File: config.mk
export PLATFORM = sky130hd
export DESIGN_NAME = rtc_core
export DESIGN_NICKNAME = d
export VERILOG_FILES = /design/src/hdl/rtc_pkg.sv /design/src/hdl/rtc_core.sv
export SDC_FILE = /design/constraint.sdc
export NUM_CORES = 1
export LEC_CHECK = 0
export ABC_AREA = 0
export BUFFER_PORTS_ARGS = -buffer_cell sky130_fd_sc_hd__buf_4
export CAP_MARGIN = 20
export CORE_MARGIN = 2
export CORE_UTILIZATION = 45
export DETAILED_ROUTE_END_ITERATION = 6
export MAX_ROUTING_LAYER = met4
export SLEW_MARGIN = 10
export SYNTH_ARGS = -nofsm -noshare
export SYNTH_HDL_FRONTEND = slang
export SYNTH_SLANG_ARGS = --single-unit
File: constraint.sdc
create_clock -name core_clk -period 2.6 [get_ports core_clk]
set_input_delay 0.65 -clock core_clk [delete_from_list [all_inputs] [get_ports core_clk]]
set_output_delay 0.65 -clock core_clk [all_outputs]
set_load 0.01 [all_outputs]
File: src/hdl/rtc_pkg.sv
// Constants, types and field layouts shared by the BCD clock/calendar core.
// Overview of operation
// RL1 - Wave disabled: pin shows static level bit
// RL2 - Wave enabled: pin carries selected square wave
// RL3 - Rate bits pick 1Hz/4k/8k/32k, default 32k
// RL4 - 1 Hz: time advances on falling edge
// RL5 - Any oscillator stop sets stop flag
// RL6 - Stop flag clears only by writing zero
// RL7 - Seconds count 00-59, carry into minutes
// RL8 - Minutes count 00-59, carry into hours
// RL9 - Hour rollover carries into date and weekday
// RL10 - Hours bit 6 selects 12/24 hour mode
// RL11 - 12-hour byte: bit6 set, bit5 PM
// RL12 - Host sets hour mode before writing time
// RL13 - Weekday counts 01 to 07, back to 01
// RL14 - Date length follows month and leap year
// RL15 - Month counts 1-12, carry into year
// RL16 - Year 00-99, multiples of four leap
// RL17 - Bus lines released high when idle
// RL18 - Start/stop only as data edges, clock high
// RL19 - Data changes clock low, sampled clock high
// RL20 - Respond only to own slave address
// RL21 - Lines driven low or released only
// RL22 - Seven-bit address 1101000 plus direction bit
// RL23 - Pointer increments after every data byte
// RL24 - Only six pointer bits are decoded
// RL25 - Second tick divides oscillator by 32768
// RL26 - Fixed-zero bits read zero, ignore writes
package rtc_pkg;
	// System clock period
	localparam int CLK_PERIOD_NS = 10;
	// Silence on the oscillator pin that counts as stopped
	localparam int OSC_STOP_NS = 100000;
	// Least time, rounded up to whole cycles
	localparam int OSC_STOP_CYC = (OSC_STOP_NS + CLK_PERIOD_NS - 1) / CLK_PERIOD_NS;
	// Bus slave address
	localparam logic [6:0] SLAVE_ADDR = 7'h68;
	// Register pointer offsets
	localparam logic [5:0] REG_SEC = 6'h00;
	localparam logic [5:0] REG_MIN = 6'h01;
	localparam logic [5:0] REG_HOUR = 6'h02;
	localparam logic [5:0] REG_WDAY = 6'h03;
	localparam logic [5:0] REG_DATE = 6'h04;
	localparam logic [5:0] REG_MONTH = 6'h05;
	localparam logic [5:0] REG_YEAR = 6'h06;
	localparam logic [5:0] REG_CTL = 6'h07;
	// Field positions
	localparam int BIT_OSCILLATOR_DISABLE = 7;
	localparam int BIT_OUT = 7;
	localparam int BIT_OSF = 5;
	localparam int BIT_SQUARE_WAVE_ENABLE = 4;
	localparam int BIT_H12 = 6;
	localparam int BIT_PM = 5;
	// Prescaler layout: taps for each divided rate
	localparam int DIV_W = 15;
	localparam logic [14:0] DIV_MAX = 15'h7fff;
	localparam int TAP_8K = 1;
	localparam int TAP_4K = 2;
	localparam int TAP_1HZ = 14;
	// BCD limits
	localparam logic [7:0] BCD_59 = 8'h59;
	localparam logic [7:0] BCD_23 = 8'h23;
	localparam logic [7:0] BCD_12 = 8'h12;
	localparam logic [7:0] BCD_11 = 8'h11;
	localparam logic [7:0] BCD_01 = 8'h01;
	localparam logic [7:0] BCD_07 = 8'h07;
	localparam logic [7:0] FEB = 8'h02;
	localparam logic [7:0] BCD_28 = 8'h28;
	localparam logic [7:0] BCD_29 = 8'h29;
	localparam logic [7:0] BCD_30 = 8'h30;
	localparam logic [7:0] BCD_31 = 8'h31;
	localparam logic [7:0] BCD_99 = 8'h99;
	// Square-wave rate codes
	typedef enum logic [1:0] {
		RATE_1HZ = 2'b00,
		RATE_4K = 2'b01,
		RATE_8K = 2'b10,
		RATE_32K = 2'b11
	} rtc_rate_t;
	// Output and flag control register
	typedef struct packed {
		logic out;
		logic oscillator_stop_flag;
		logic square_wave_enable;
		rtc_rate_t rs;
	} rtc_ctl_t;
	// Time and calendar counters, fixed-zero bits left out
	typedef struct packed {
		logic oscillator_disable;
		logic [6:0] sec;
		logic [6:0] min;
		logic [6:0] hour;
		logic [2:0] wday;
		logic [5:0] date;
		logic [4:0] month;
		logic [7:0] year;
	} rtc_time_t;
	// Power-up values
	localparam rtc_ctl_t CTL_RESET = '{out: 1'b1, oscillator_stop_flag: 1'b1, square_wave_enable: 1'b1, rs: RATE_32K};
	localparam rtc_time_t TIME_RESET = '{oscillator_disable: 1'b0, sec: 7'h00, min: 7'h00,
		hour: 7'h00, wday: 3'h1, date: 6'h01, month: 5'h01, year: 8'h00};
	// Bus slave states
	typedef enum logic [2:0] {
		BS_IDLE = 3'b000,
		BS_ADDR = 3'b001,
		BS_PTR = 3'b010,
		BS_WDATA = 3'b011,
		BS_SACK = 3'b100,
		BS_RDATA = 3'b101,
		BS_MACK = 3'b110
	} rtc_bus_st_t;
endpackage : rtc_pkg

File: src/hdl/rtc_core.sv
// Clock/calendar core with two-wire slave port and square-wave pin.
`timescale 1ns/1ps
module rtc_core #(
	parameter int OSC_STOP_CYC = rtc_pkg::OSC_STOP_CYC
) (
	// Clock, reset, enable
	input wire logic core_clk,
	input wire logic arst_n,
	input wire logic clk_en,
	// Crystal oscillator pin
	input wire logic osc_in,
	// Two-wire bus
	input wire logic scl_i,
	input wire logic sda_i,
	output logic sda_o,
	output logic sda_oe,
	// Square-wave or static output
	output logic wave_output_pin
);
	// Synchroniser stages, order {osc, scl, sda}
	logic [2:0] sync1_q;
	logic [2:0] sync2_q;
	logic [2:0] prev_q;
	// Prescaler and stop detector
	logic [14:0] div_q;
	logic [31:0] idle_cnt_q;
	logic osc_rise;
	logic osc_stopped;
	logic tick;
	// Registers
	rtc_pkg::rtc_time_t tm_q;
	rtc_pkg::rtc_time_t tm_d;
	rtc_pkg::rtc_ctl_t ctl_q;
	logic wave_sel;
	// Bus slave state
	rtc_pkg::rtc_bus_st_t st_q;
	rtc_pkg::rtc_bus_st_t after_ack_q;
	logic [3:0] cnt_q;
	logic [7:0] sh_q;
	logic [5:0] ptr_q;
	logic sda_oe_q;
	// Bus events
	logic scl_rise;
	logic scl_fall;
	logic bus_start;
	logic bus_stop;
	logic wr_en;
	logic [7:0] rd_byte;

	// Two flops on every pin, then one more stage to find edges
	always_ff @(posedge core_clk or negedge arst_n) begin
		if (!arst_n) begin
			sync1_q <= 3'h7;
			sync2_q <= 3'h7;
			prev_q <= 3'h7;
		end else if (clk_en) begin
			sync1_q <= {osc_in, scl_i, sda_i};
			sync2_q <= sync1_q;
			prev_q <= sync2_q;
		end
	end

	// Oscillator edge, blocked while the oscillator is disabled
	assign osc_rise = sync2_q[2] & ~prev_q[2] & ~tm_q.oscillator_disable;
	// Bus clock edges
	assign scl_rise = sync2_q[1] & ~prev_q[1];
	assign scl_fall = ~sync2_q[1] & prev_q[1];
	// Start and stop: data edges while clock stays high
	assign bus_start = sync2_q[1] & prev_q[1] & ~sync2_q[0] & prev_q[0]; // [RL18]
	assign bus_stop = sync2_q[1] & prev_q[1] & sync2_q[0] & ~prev_q[0]; // [RL18]

	// Divide by 32768; the top tap is the 1 Hz wave
	always_ff @(posedge core_clk or negedge arst_n) begin
		if (!arst_n) begin
			div_q <= '0;
		end else if (clk_en && osc_rise) begin
			div_q <= div_q + 15'h0001; // [RL25]
		end
	end

	// Second tick where the 1 Hz tap falls, only on a live edge
	assign tick = osc_rise & (div_q == rtc_pkg::DIV_MAX); // [RL4] [RL25]

	// Cycles since the last oscillator edge
	always_ff @(posedge core_clk or negedge arst_n) begin
		if (!arst_n) begin
			idle_cnt_q <= '0;
		end else if (clk_en) begin
			if (osc_rise) begin
				idle_cnt_q <= '0;
			end else if (idle_cnt_q != 32'(OSC_STOP_CYC)) begin
				idle_cnt_q <= idle_cnt_q + 32'h1;
			end
		end
	end

	// Oscillator counted as stopped after a long silence
	assign osc_stopped = (idle_cnt_q == 32'(OSC_STOP_CYC));

	// BCD increment of one byte
	function automatic logic [7:0] bcd_inc(input logic [7:0] v);
		if (v[3:0] == 4'h9) begin
			bcd_inc = {v[7:4] + 4'h1, 4'h0};
		end else begin
			bcd_inc = {v[7:4], v[3:0] + 4'h1};
		end
	endfunction : bcd_inc

	// Last date of a month; two-digit year divisible by four is leap
	function automatic logic [7:0] month_len(input logic [7:0] mo, input logic [7:0] yr);
		logic [1:0] rem;
		rem = {yr[4], 1'b0} + yr[1:0];
		unique case (mo)
			rtc_pkg::FEB: month_len = (rem == 2'h0) ? rtc_pkg::BCD_29 : rtc_pkg::BCD_28; // [RL16]
			8'h04, 8'h06, 8'h09, 8'h11: month_len = rtc_pkg::BCD_30; // [RL14]
			default: month_len = rtc_pkg::BCD_31; // [RL14]
		endcase
	endfunction : month_len

	// Next counter values: tick first, then any bus write on top
	always_comb begin
		logic [7:0] sec;
		logic [7:0] min;
		logic [7:0] hr;
		logic [7:0] dt;
		logic [7:0] mo;
		logic [7:0] yr;
		logic carry;
		sec = {1'b0, tm_q.sec};
		min = {1'b0, tm_q.min};
		hr = {3'h0, tm_q.hour[4:0]};
		dt = {2'h0, tm_q.date};
		mo = {3'h0, tm_q.month};
		yr = tm_q.year;
		carry = 1'b0;
		tm_d = tm_q;
		if (tick) begin
			// Seconds
			carry = (sec == rtc_pkg::BCD_59); // [RL7]
			tm_d.sec = carry ? 7'h00 : 7'(bcd_inc(sec)); // [RL7]
			// Minutes
			if (carry) begin
				carry = (min == rtc_pkg::BCD_59); // [RL8]
				tm_d.min = carry ? 7'h00 : 7'(bcd_inc(min)); // [RL8]
			end
			// Hours in the selected format
			if (carry) begin
				if (!tm_q.hour[rtc_pkg::BIT_H12]) begin
					hr = {2'h0, tm_q.hour[5:0]};
					carry = (hr == rtc_pkg::BCD_23); // [RL9] [RL10]
					tm_d.hour = carry ? 7'h00 : 7'(bcd_inc(hr));
				end else if (hr == rtc_pkg::BCD_12) begin
					// 12 goes to 01, meridiem kept
					carry = 1'b0;
					tm_d.hour = {1'b1, tm_q.hour[rtc_pkg::BIT_PM], rtc_pkg::BCD_01[4:0]};
				end else if (hr == rtc_pkg::BCD_11) begin
					// 11 goes to 12 and flips meridiem; PM 11 ends the day
					carry = tm_q.hour[rtc_pkg::BIT_PM]; // [RL9] [RL11]
					tm_d.hour = {1'b1, ~tm_q.hour[rtc_pkg::BIT_PM], rtc_pkg::BCD_12[4:0]};
				end else begin
					carry = 1'b0;
					tm_d.hour = {tm_q.hour[6:5], 5'(bcd_inc(hr))}; // [RL11]
				end
			end
			// Day rollover feeds weekday and date
			if (carry) begin
				tm_d.wday = (tm_q.wday == rtc_pkg::BCD_07[2:0]) ? 3'h1
					: tm_q.wday + 3'h1; // [RL13]
				carry = (dt == month_len(mo, yr)); // [RL14]
				tm_d.date = carry ? 6'h01 : 6'(bcd_inc(dt));
			end
			// Month then year
			if (carry) begin
				carry = (mo == rtc_pkg::BCD_12); // [RL15]
				tm_d.month = carry ? 5'h01 : 5'(bcd_inc(mo));
			end
			if (carry) begin
				tm_d.year = (yr == rtc_pkg::BCD_99) ? 8'h00 : bcd_inc(yr); // [RL16]
			end
		end
		// Bus write overrides the addressed field; zero bits are dropped
		if (wr_en) begin
			unique case (ptr_q)
				rtc_pkg::REG_SEC: begin
					tm_d.oscillator_disable = sh_q[rtc_pkg::BIT_OSCILLATOR_DISABLE];
					tm_d.sec = sh_q[6:0];
				end
				rtc_pkg::REG_MIN: tm_d.min = sh_q[6:0]; // [RL26]
				rtc_pkg::REG_HOUR: tm_d.hour = sh_q[6:0]; // [RL10] [RL26]
				rtc_pkg::REG_WDAY: tm_d.wday = sh_q[2:0]; // [RL26]
				rtc_pkg::REG_DATE: tm_d.date = sh_q[5:0]; // [RL26]
				rtc_pkg::REG_MONTH: tm_d.month = sh_q[4:0]; // [RL26]
				rtc_pkg::REG_YEAR: tm_d.year = sh_q;
				default: tm_d.oscillator_disable = tm_q.oscillator_disable;
			endcase
		end
	end

	// Time and calendar counters
	always_ff @(posedge core_clk or negedge arst_n) begin
		if (!arst_n) begin
			tm_q <= rtc_pkg::TIME_RESET;
		end else if (clk_en) begin
			tm_q <= tm_d;
		end
	end

	// Control register; a stop in the clearing cycle keeps the flag set
	always_ff @(posedge core_clk or negedge arst_n) begin
		if (!arst_n) begin
			ctl_q <= rtc_pkg::CTL_RESET;
		end else if (clk_en) begin
			if (wr_en && ptr_q == rtc_pkg::REG_CTL) begin
				ctl_q.out <= sh_q[rtc_pkg::BIT_OUT];
				ctl_q.square_wave_enable <= sh_q[rtc_pkg::BIT_SQUARE_WAVE_ENABLE];
				ctl_q.rs <= rtc_pkg::rtc_rate_t'(sh_q[1:0]); // [RL3]
			end
			if (tm_q.oscillator_disable || osc_stopped) begin
				ctl_q.oscillator_stop_flag <= 1'b1; // [RL5]
			end else if (wr_en && ptr_q == rtc_pkg::REG_CTL && !sh_q[rtc_pkg::BIT_OSF]) begin
				ctl_q.oscillator_stop_flag <= 1'b0; // [RL6]
			end
		end
	end

	// Wave source picked by the rate bits
	always_comb begin
		unique case (ctl_q.rs)
			rtc_pkg::RATE_1HZ: wave_sel = div_q[rtc_pkg::TAP_1HZ]; // [RL3]
			rtc_pkg::RATE_4K: wave_sel = div_q[rtc_pkg::TAP_4K]; // [RL3]
			rtc_pkg::RATE_8K: wave_sel = div_q[rtc_pkg::TAP_8K]; // [RL3]
			rtc_pkg::RATE_32K: wave_sel = sync2_q[2] & ~tm_q.oscillator_disable; // [RL3]
		endcase
	end

	// Output pin: wave when enabled, else the static level
	always_ff @(posedge core_clk or negedge arst_n) begin
		if (!arst_n) begin
			wave_output_pin <= 1'b1;
		end else if (clk_en) begin
			wave_output_pin <= ctl_q.square_wave_enable ? wave_sel : ctl_q.out; // [RL1] [RL2]
		end
	end

	// Read view; fixed-zero bits read zero, unmapped space reads zero
	always_comb begin
		unique case (ptr_q)
			rtc_pkg::REG_SEC: rd_byte = {tm_q.oscillator_disable, tm_q.sec};
			rtc_pkg::REG_MIN: rd_byte = {1'b0, tm_q.min}; // [RL26]
			rtc_pkg::REG_HOUR: rd_byte = {1'b0, tm_q.hour}; // [RL26]
			rtc_pkg::REG_WDAY: rd_byte = {5'h00, tm_q.wday}; // [RL26]
			rtc_pkg::REG_DATE: rd_byte = {2'h0, tm_q.date}; // [RL26]
			rtc_pkg::REG_MONTH: rd_byte = {3'h0, tm_q.month}; // [RL26]
			rtc_pkg::REG_YEAR: rd_byte = tm_q.year;
			rtc_pkg::REG_CTL: rd_byte = {ctl_q.out, 1'b0, ctl_q.oscillator_stop_flag, ctl_q.square_wave_enable, 2'h0, ctl_q.rs};
			default: rd_byte = 8'h00;
		endcase
	end

	// A full data byte at the falling clock after its eighth bit
	assign wr_en = (st_q == rtc_pkg::BS_WDATA) & scl_fall & (cnt_q == 4'h8) & ~bus_start
		& ~bus_stop;

	// Bus slave: shifts on clock rise, drives on clock fall
	always_ff @(posedge core_clk or negedge arst_n) begin
		if (!arst_n) begin
			st_q <= rtc_pkg::BS_IDLE;
			after_ack_q <= rtc_pkg::BS_IDLE;
			cnt_q <= 4'h0;
			sh_q <= 8'h00;
			ptr_q <= 6'h00;
			sda_oe_q <= 1'b0;
		end else if (clk_en) begin
			if (bus_start) begin
				// Start or restart: take a new address byte
				st_q <= rtc_pkg::BS_ADDR; // [RL18]
				cnt_q <= 4'h0;
				sda_oe_q <= 1'b0;
			end else if (bus_stop) begin
				// Stop: release and idle
				st_q <= rtc_pkg::BS_IDLE; // [RL17]
				sda_oe_q <= 1'b0;
			end else begin
				unique case (st_q)
					rtc_pkg::BS_IDLE: begin
						// Line left released
						sda_oe_q <= 1'b0; // [RL17]
					end
					rtc_pkg::BS_ADDR, rtc_pkg::BS_PTR, rtc_pkg::BS_WDATA: begin
						if (scl_rise && cnt_q != 4'h8) begin
							// Sample with the clock high
							sh_q <= {sh_q[6:0], sync2_q[0]}; // [RL19]
							cnt_q <= cnt_q + 4'h1;
						end else if (scl_fall && cnt_q == 4'h8) begin
							cnt_q <= 4'h0;
							if (st_q == rtc_pkg::BS_ADDR) begin
								if (sh_q[7:1] == rtc_pkg::SLAVE_ADDR) begin
									// Own address: acknowledge
									sda_oe_q <= 1'b1; // [RL20] [RL22]
									st_q <= rtc_pkg::BS_SACK;
									after_ack_q <= sh_q[0] ? rtc_pkg::BS_RDATA
										: rtc_pkg::BS_PTR; // [RL22]
								end else begin
									// Another device: stay silent
									st_q <= rtc_pkg::BS_IDLE; // [RL20]
								end
							end else begin
								if (st_q == rtc_pkg::BS_PTR) begin
									ptr_q <= sh_q[5:0]; // [RL24]
								end else begin
									ptr_q <= ptr_q + 6'h01; // [RL23]
								end
								sda_oe_q <= 1'b1;
								st_q <= rtc_pkg::BS_SACK;
								after_ack_q <= rtc_pkg::BS_WDATA;
							end
						end
					end
					rtc_pkg::BS_SACK: begin
						if (scl_fall) begin
							if (after_ack_q == rtc_pkg::BS_RDATA) begin
								// Load the next byte and put its top bit out
								sh_q <= {rd_byte[6:0], 1'b0};
								sda_oe_q <= ~rd_byte[7]; // [RL19] [RL21]
								cnt_q <= 4'h1;
								ptr_q <= ptr_q + 6'h01; // [RL23]
							end else begin
								sda_oe_q <= 1'b0;
							end
							st_q <= after_ack_q;
						end
					end
					rtc_pkg::BS_RDATA: begin
						if (scl_fall) begin
							if (cnt_q == 4'h8) begin
								// Release for the master's answer
								sda_oe_q <= 1'b0;
								st_q <= rtc_pkg::BS_MACK;
							end else begin
								sda_oe_q <= ~sh_q[7]; // [RL19] [RL21]
								sh_q <= {sh_q[6:0], 1'b0};
								cnt_q <= cnt_q + 4'h1;
							end
						end
					end
					rtc_pkg::BS_MACK: begin
						if (scl_rise) begin
							// Low continues the read, high ends it
							st_q <= sync2_q[0] ? rtc_pkg::BS_IDLE : rtc_pkg::BS_SACK;
							after_ack_q <= rtc_pkg::BS_RDATA;
						end
					end
					default: begin
						st_q <= rtc_pkg::BS_IDLE;
						sda_oe_q <= 1'b0;
					end
				endcase
			end
		end
	end

	// Open-drain data: only ever pulled low
	assign sda_o = 1'b0; // [RL21]
	assign sda_oe = sda_oe_q; // [RL21]
endmodule : rtc_core

# Yosys cells after proc, flatten, opt, wreduce, memory -nomap -nowiden
# Cells that the tools add are included.
# totals
wordCells	271
register_bits	131
output_inout_bits	3
in_bits	6
# op_classes
eq_ne	68
reduce_logical	29
addsub	19
mux	105
bitwise_logic	26
# op_table
cell	n
8-bit 2-to-1 mux	11
43-bit 2-to-1 mux	2
7-bit 2-to-1 mux	12
6-bit 2-to-1 mux	11
32-bit 2-to-1 mux	2
8-bit case mux with 8 select lines	1
3-bit 2-to-1 mux	19
32-bit by 1-bit adder with 32-bit output (second input constant)	1
4-bit by 1-bit adder with 4-bit output (second input constant)	8
32-bit by 14-bit == test with 1-bit output (second input constant)	1
4-bit 2-to-1 mux	8
32-bit by 14-bit != test with 1-bit output (second input constant)	1
4-bit != test (second input constant)	8
4-bit == test (second input constant)	7
1-bit 2-to-1 mux	25
5-bit 2-to-1 mux	5
6-bit by 3-bit == test with 1-bit output (second input constant)	4
8-bit case mux with 3 select lines	1
8-bit AND reduction	3
7-bit == test (second input constant)	3
3-bit != test (second input constant)	7
5-bit == test (second input constant)	4
2-bit != test (second input constant)	10
9-bit AND reduction	2
45 further kinds	91

# Longest topological paths before layout
# Gate-level depths: netlist of the first run.
# logic_depth
word_depth	18
ltp_mapped	11

# Least setup slack after synthesis of the first run
# OpenSTA, ideal clock, no wires.
# synth_path
path_type	reg-to-reg
startpoint	register sync2_q[2]
endpoint	register tm_q[4] (netlist bit)
t_required_ps	2510
arrival_time_ps	2394
n_path_buf	1
path_stages_with_launch	9
path_slack_ps	116
period_less_slack_ps	2484
cell_sequence	dfstp_2 -> or3b_4 -> nor2_2 -> nand4_2 -> or3_1 -> buf_2 -> nor4_4 -> o2111ai_1 -> o221ai_1
# synth_via
elab_chain_cells	6
# synth_rtl
element	line_no	source
start: declaration	rtc_core.sv:22	logic [2:0] sync2_q;
start signal: assignment	rtc_core.sv:58	sync2_q <= sync1_q;
1-bit AND (*) (2 in series)	rtc_core.sv:64	assign osc_rise = sync2_q[2] & ~prev_q[2] & ~tm_q.oscillator_disable;
1-bit AND (*)	rtc_core.sv:82	assign tick = osc_rise & (div_q == rtc_pkg::DIV_MAX);
43-bit 2-to-1 mux (*)	rtc_core.sv:137	if (tick) begin
8-bit 2-to-1 mux	rtc_core.sv:183	unique case (ptr_q)
43-bit 2-to-1 mux (*)	rtc_core.sv:182	if (wr_en) begin
end signal: assignment	rtc_core.sv:202	tm_q <= rtc_pkg::TIME_RESET;
end signal: assignment	rtc_core.sv:204	tm_q <= tm_d;
end: declaration	rtc_core.sv:31	rtc_pkg::rtc_time_t tm_q;
# Mark *: on every way between the ends. The rest lies on a longest branch, timed or not.
# A chain may end at the register's enable or synchronous reset.

# Worst setup path after layout of the first run
# Same ends and word-level chain as after synthesis.

==> metrics.cfg, run 1 <==
[floorplanning]
fp.dieH_um = 140
core_area_sq_mm = 0.0181
start_util = 0.462
std_cell_rows = 49
die_x_um = 140
dieArea_sq_mm = 0.0197
num_io_pins = 9

[route]
first_pass_iters = 7
wl_met2_um = 10500
wl_per_cell_um = 18.8
top_layer = met4
drt_iter0_markers = 619
dr_wl_met3_um = 1300
route.detailed.drc = 0
viasPerCell = 6.06
detail-route-antenna-nets = 0
drt-met1-wl_um = 10900
vias = 7495
routed_wl_um = 23200

[sta]
setup-tns-final_ns = 0
fmax_mhz = 401
hold_ws_ns = 0.129
hold_viol = 0
fin_worst_skew_ns = 0.00983
tightest_slew_ns = 0.575
setup_viol = 0
period_share = 0.959
drv_slew = 0
rsz0062_at_grt = yes
slew_headroom = 0.613
fin_crit_ns = 2.49

[global_route]
antenna_found_initial = 0
grt_pass1_vias = 7192
overflow = 0
grt.total_usage = 0.254
grt_start_max_net_pins = 47
grt_pass1_wl_um = 38600

[worst_setup_path]
endpoint_kind = flip-flop
critical_path_class = flip-flop to flip-flop
r2r-start = sync2_q[2]$_DFFE_PN1P_
regToRegEndpoint = tm_q[4]$_DFFE_PN0P_
reg2reg_depth = 7
required_ns = 2.93
arrival_ns = 2.83
critPathMaxFanout = 4
crit_path_start_kind = flip-flop
r2r_slack_ns = 0.11

[logic_synthesis]
seq_area_frac_synth = 0.395
synth-edff-count = 0
yosysMostFrequentCell = dfrtp_1
synth_top_area_frac = 0.339
synth_area_leader_cell = dfrtp_1
async_flop_share = 1.00
ys.flop_type = dfrtp_1
synth_cells = 956
synth_area_leaders = dfrtp_1 34%, dfstp_2 5.7%, ha_1 4.2%
synth_nets = 990
synth_warnings = 0
netlist_area_sq_mm = 0.00835
synth_cell_types = 74
yosys-top-cells-count = 113 x dfrtp_1, 92 x nor2_1, 87 x nand2_1
ys_ff_latch = 131
syn_area_per_cell_sq_um = 8.73

[pwr]
seq_power_share = 0.374
irDropWorstVdd_mv = 0.484
powerDensity_mw_per_mm2 = 745
p_int_mw = 4.49
comb_power_share = 0.288
pwr-share-clk = 0.337
switching_share = 0.375
leakagePower_nw = 4.15
switching_power_mw = 2.70

[placed_design]
portBuffers = 7
gp_congestion = 0.951
dp_hpwl_um = 16700

[clocking]
postCtsSetupBuffers = 0
cts_max_path_buffers = 2
clock_latency_ns = 0.43
tritoncts = yes
h-tree-depth = 4
ctsHoldBuffers = 0
cts_root_buffer = clkbuf_16
numCtsBuffers = 17
clk_pin_slew_ns = 0.07
clock-sinks = 131

[cells_and_area]
final_nets = 1028
fillers = 1683
layout-drive-gt1-share = 0.171
syn_to_final_growth_pct = 15.6
n_antenna_cell = 0

[flow_run]
max-cap-violations = 0

[run_status]
outcome = finished, final reports clean

[worst_hold_path]
hold_class = primary input to asynchronous set/reset pin

state kept, by name (all words and copies together), names as in the netlist:
register and flops:
div_q 15, wave_output_pin 1, sda_oe 1, sh_q 8, prev_q 3, after_ack_q 3
ctl_q 5, ptr_q 6, tm_q 44, sync1_q 3, sync2_q 3, st_q 3
cnt_q 4, idle_cnt_q 32
power by group through the flow:
stage / clock network (mW) / logic, mW / registers, mW
floorplan: 0 / 1.39 / 2.55
global placement: 0 / 2.03 / 2.71
detailed placement: 0 / 2.04 / 2.71
CTS: 2.48 / 2.05 / 2.68
global route: 2.57 / 2.28 / 2.74
finish: 2.43 / 2.07 / 2.69
area by class of cell:
cell class                 count  area (sq um)  share of cell area
multi-input combinational    727          4730               0.490
inverter                      41           154              0.0160
timing repair buffer          76           591              0.0612
sequential                   131          3300               0.342
tap                          229           287              0.0297
clock inverter                15           164              0.0170
clock buffer                  17           425              0.0441
placed cells by master, fill, tap and decap left out, drive strengths merged, types with 5 or more instances in the layout:
cell	n
dfrtp	113
nor2	93
nand2	87
buf	76
o21ai	63
inv	50
nand3	46
a21oi	45
ha	28
and3	26
xor2	22
nand4	22
xnor2	21
mux2	20
nor3	20
dfstp	18
clkbuf	17
a22o	15
nor2b	13
nor4	13
a22oi	12
and2	11
o22ai	11
a221oi	10
mux2i	9
a31oi	8
a21o	8
or3	8
nand2b	7
o41ai	7
o22a	7
o31ai	7
nand3b	6
o211ai	6
a32oi	6
or2	5
a21boi	5
or4	5
routing by layer:
layer / track usage / vias to the layer above
met3: 0.0455 / 39
met4: 0.0861 / 0
li1: - / 3587
met2: 0.386 / 219
met1: 0.344 / 3650
met5: - / -
worst max-delay path, stage by stage (launching register included):
cell,delay (ns)
dfstp_2,0.55
or3b_4,0.41
nor2_4,0.13
nand4_2,0.13
or3_4,0.42
nor4_4,0.40
o2111ai_2,0.17
o221ai_1,0.20
cell families (layout without fill, tap and decap cells):
kind of cell	after synthesis	after routing	share of synthesized area
AOI/OAI and AO/OA	249	249	0.202
xor gates and xnor gates	43	43	0.0451
adders and majority gates	28	28	0.0420
buffers and inverters	98	149	0.0448
DFF	131	131	0.395
muxes	30	30	0.0405
other	1	1	0.000449
and+or+nand+nor	376	376	0.230
through the flow:
step	total power [mW]	setup WS [ns]	instances	utilization	area, sq um
2_1_floorplan	3.93	0.116	956	-	8350
3_3_place_gp	4.74	0.101	1204	0.498	9000
3_5_place_dp	4.75	0.00824	1204	0.498	9000
4_1_cts	7.20	0.0226	1236	0.531	9600
5_1_grt	7.59	-0.0142	1236	0.533	9650
6_report	7.19	0.108	1236	0.533	9650
worst max-delay path by stage:
stage               slack [ns]              startpoint              endpoint  cells after the start
global route             -0.01  sync2_q[2]$_DFFE_PN1P_  tm_q[18]$_DFFE_PN0P_                      8
CTS                       0.02  sync2_q[2]$_DFFE_PN1P_   tm_q[2]$_DFFE_PN0P_                      8
floorplan                 0.12  sync2_q[2]$_DFFE_PN1P_   tm_q[4]$_DFFE_PN0P_                      8
global placement          0.10  sync2_q[2]$_DFFE_PN1P_   tm_q[2]$_DFFE_PN0P_                      8
finish                    0.11  sync2_q[2]$_DFFE_PN1P_   tm_q[4]$_DFFE_PN0P_                      7
detailed placement       0.008  sync2_q[2]$_DFFE_PN1P_   tm_q[2]$_DFFE_PN0P_                      8
what timing repair did:
item                                    in CTS  in global routing
resized for setup                            1                 16
pin swaps                                    0                  4
endpoints found under the setup margin       1                 20
No activity file was read; power rests on OpenSTA's default activity.
==> run 2: changes to the inputs <==
--- a/config.mk
+++ b/config.mk
@@ -12,6 +12,7 @@
 export CORE_UTILIZATION = 45
 export DETAILED_ROUTE_END_ITERATION = 6
 export MAX_ROUTING_LAYER = met4
+export SETUP_SLACK_MARGIN = 0.3
 export SLEW_MARGIN = 10
 export SYNTH_ARGS = -nofsm -noshare
 export SYNTH_HDL_FRONTEND = slang
==> metrics.cfg, run 2 (same netlist as run 1, synthesis figures left out) <==
[cells_and_area]
top_register = tm_q
layout-drive-gt1-share = 0.258  ; +0.0869
largestRegisters = tm_q (44), idle_cnt_q (32), div_q (15)
largest_reg_flops = 44  ; unchanged
final_common_cell = dfrtp_1
final_nets = 1065  ; +3.6%
syn_to_final_growth_pct = 24.8
final_cell_mix = 110 x dfrtp_1, 97 x buf_4, 86 x nor2_1, 84 x nand2_1, 48 x o21ai_0
n_antenna_cell = 0  ; unchanged
fin_area_sq_mm = 0.0104  ; +8.0%

[floorplanning]
start_util = 0.462  ; unchanged
fp.dieH_um = 140  ; unchanged
std_cell_rows = 49  ; unchanged
die_x_um = 140  ; unchanged
core_area_sq_mm = 0.0181  ; unchanged
dieArea_sq_mm = 0.0197  ; unchanged
num_io_pins = 9  ; unchanged

[sta]
rsz0062_at_grt = yes
setup-tns-final_ns = 0  ; unchanged
tightest_slew_ns = 0.672  ; +0.0964 ns
drv_slew = 0  ; unchanged
setup_viol = 0  ; unchanged
slew_headroom = 0.549  ; -0.0644
period_share = 0.931  ; -0.0271
fin_crit_ns = 2.42  ; -0.0704 ns
hold_viol = 0  ; unchanged
fmax_mhz = 413  ; +2.9%
fin_worst_skew_ns = 0.00744  ; -0.00239 ns

[worst_setup_path]
crit_path_start_kind = flip-flop
arrival_ns = 2.71  ; -0.12 ns
reg2reg_depth = 8  ; +1
required_ns = 2.89  ; -0.04 ns
critical_path_class = flip-flop to flip-flop
crit_slowest_cell = dfstp_2
path_cells = or3b_4 -> nor2_4 -> buf_4 -> and4_4 -> o21ai_4 -> or4_4 -> nand3_1 -> o221ai_2
slowest_delay_ns = 0.53  ; -0.02 ns
critPathBufInv = 1  ; +1
critPathMaxFanout = 5  ; +1
cp_top_family = simple AND/OR/NAND/NOR gates
endpoint_kind = flip-flop
r2r_slack_ns = 0.18  ; +0.07 ns
regToRegEndpoint = tm_q[4]$_DFFE_PN0P_
r2r-start = sync2_q[2]$_DFFE_PN1P_

[clocking]
cts_root_buffer = clkbuf_16
h-tree-depth = 4  ; unchanged
clk_pin_slew_ns = 0.06  ; about the same
clock_latency_ns = 0.42  ; about the same
clock-sinks = 131  ; unchanged
ctsHoldBuffers = 0  ; unchanged
numCtsBuffers = 17  ; unchanged
cts_max_path_buffers = 2  ; unchanged
tritoncts = yes

[route]
route.detailed.drc = 0  ; unchanged
first_pass_iters = 5  ; -2
wl_per_cell_um = 19.2  ; +2.4%
vias = 7682  ; +2.5%
detail-route-antenna-nets = 0  ; unchanged
drt_iter0_markers = 788  ; +27%
viasPerCell = 6.03  ; -0.48%
routed_wl_um = 24500  ; +5.4%

[flow_run]
max-cap-violations = 0  ; unchanged

[global_route]
grt.total_usage = 0.260  ; +0.00603
grt_pass1_wl_um = 39400  ; +2.2%
grt_start_max_net_pins = 51  ; +8.5%
grt_pass1_vias = 7332  ; +1.9%
antenna_found_initial = 0  ; unchanged
overflow = 0  ; unchanged

[placed_design]
dpl_cell_area_sq_mm = 0.00906  ; +0.58%
dp_hpwl_um = 17100  ; +2.7%
portBuffers = 7  ; unchanged
gp_congestion = 0.918  ; -3.4%

[run_status]
outcome = finished, final reports clean

[pwr]
powerDensity_mw_per_mm2 = 694  ; -6.9%
leakagePower_nw = 4.45  ; +7.2%
irDropWorstVdd_mv = 0.537  ; +11%

[worst_hold_path]
hold_class = primary input to asynchronous set/reset pin

[run 2: worst register-to-register path: stages (launching register included)]
cell      delay, ns
dfstp_2        0.53
or3b_4         0.40
nor2_4         0.15
buf_4          0.13
and4_4         0.24
o21ai_4        0.08
or4_4          0.53
nand3_1        0.13
o221ai_2       0.10
[run 2: power breakdown]
part	switching (mW)	total, mW	internal (mW)
registers	0.385	2.70	2.32
logic	1.32	2.21	0.891
clock network	0.973	2.32	1.35
[run 2: stage by stage]
step            util  power (mW)  setup WS [ns]  std cells  hold slack [ns]
6_report       0.576        7.23          0.178       1273            0.173
5_1_grt        0.576        7.64         0.0792       1273            0.189
4_1_cts        0.547        7.16         0.0908       1246            0.183
3_5_place_dp   0.501        4.76         0.0747       1205            0.462
3_3_place_gp   0.501        4.77         0.0193       1205            0.468
2_1_floorplan      -        3.93          0.226        956            0.354
[run 2: area by class of cell]
type / instances / area [sq um]
fill: 1588 / 7660
multi-input combinational: 727 / 5150
sequential: 131 / 3300
timing repair buffer: 113 / 955
clock buffer: 18 / 439
tap: 229 / 287
inverter: 41 / 154
clock inverter: 14 / 133
[run 2: worst max path at each step]
stage,end,from,slack [ns],cells past startpoint
after floorplan,tm_q[4]$_DFFE_PN0P_,sync2_q[2]$_DFFE_PN1P_,0.23,8
after global placement,idle_cnt_q[27]$_DFFE_PN0P_,idle_cnt_q[0]$_DFFE_PN0P_,0.02,10
after detailed placement,tm_q[4]$_DFFE_PN0P_,tm_q[37]$_DFFE_PN0P_,0.07,9
after CTS,tm_q[6]$_DFFE_PN0P_,sync2_q[2]$_DFFE_PN1P_,0.09,7
after global routing,tm_q[4]$_DFFE_PN0P_,sync2_q[2]$_DFFE_PN1P_,0.08,7
final,tm_q[4]$_DFFE_PN0P_,sync2_q[2]$_DFFE_PN1P_,0.18,8
[run 2: what timing repair did]
item / CTS / global route
buffers inserted: 9 / 26
setup endpoints to repair: 37 / 63
pin swaps: 8 / 30
gates resized for setup: 45 / 80
[run 2: per-layer routing]
metal,part of all wire,vias up,track usage
li1,-,3649,-
met1,0.46,3759,0.353
met2,0.46,233,0.396
met3,0.053,41,0.0465
met4,0.025,0,0.0840
met5,0,-,-
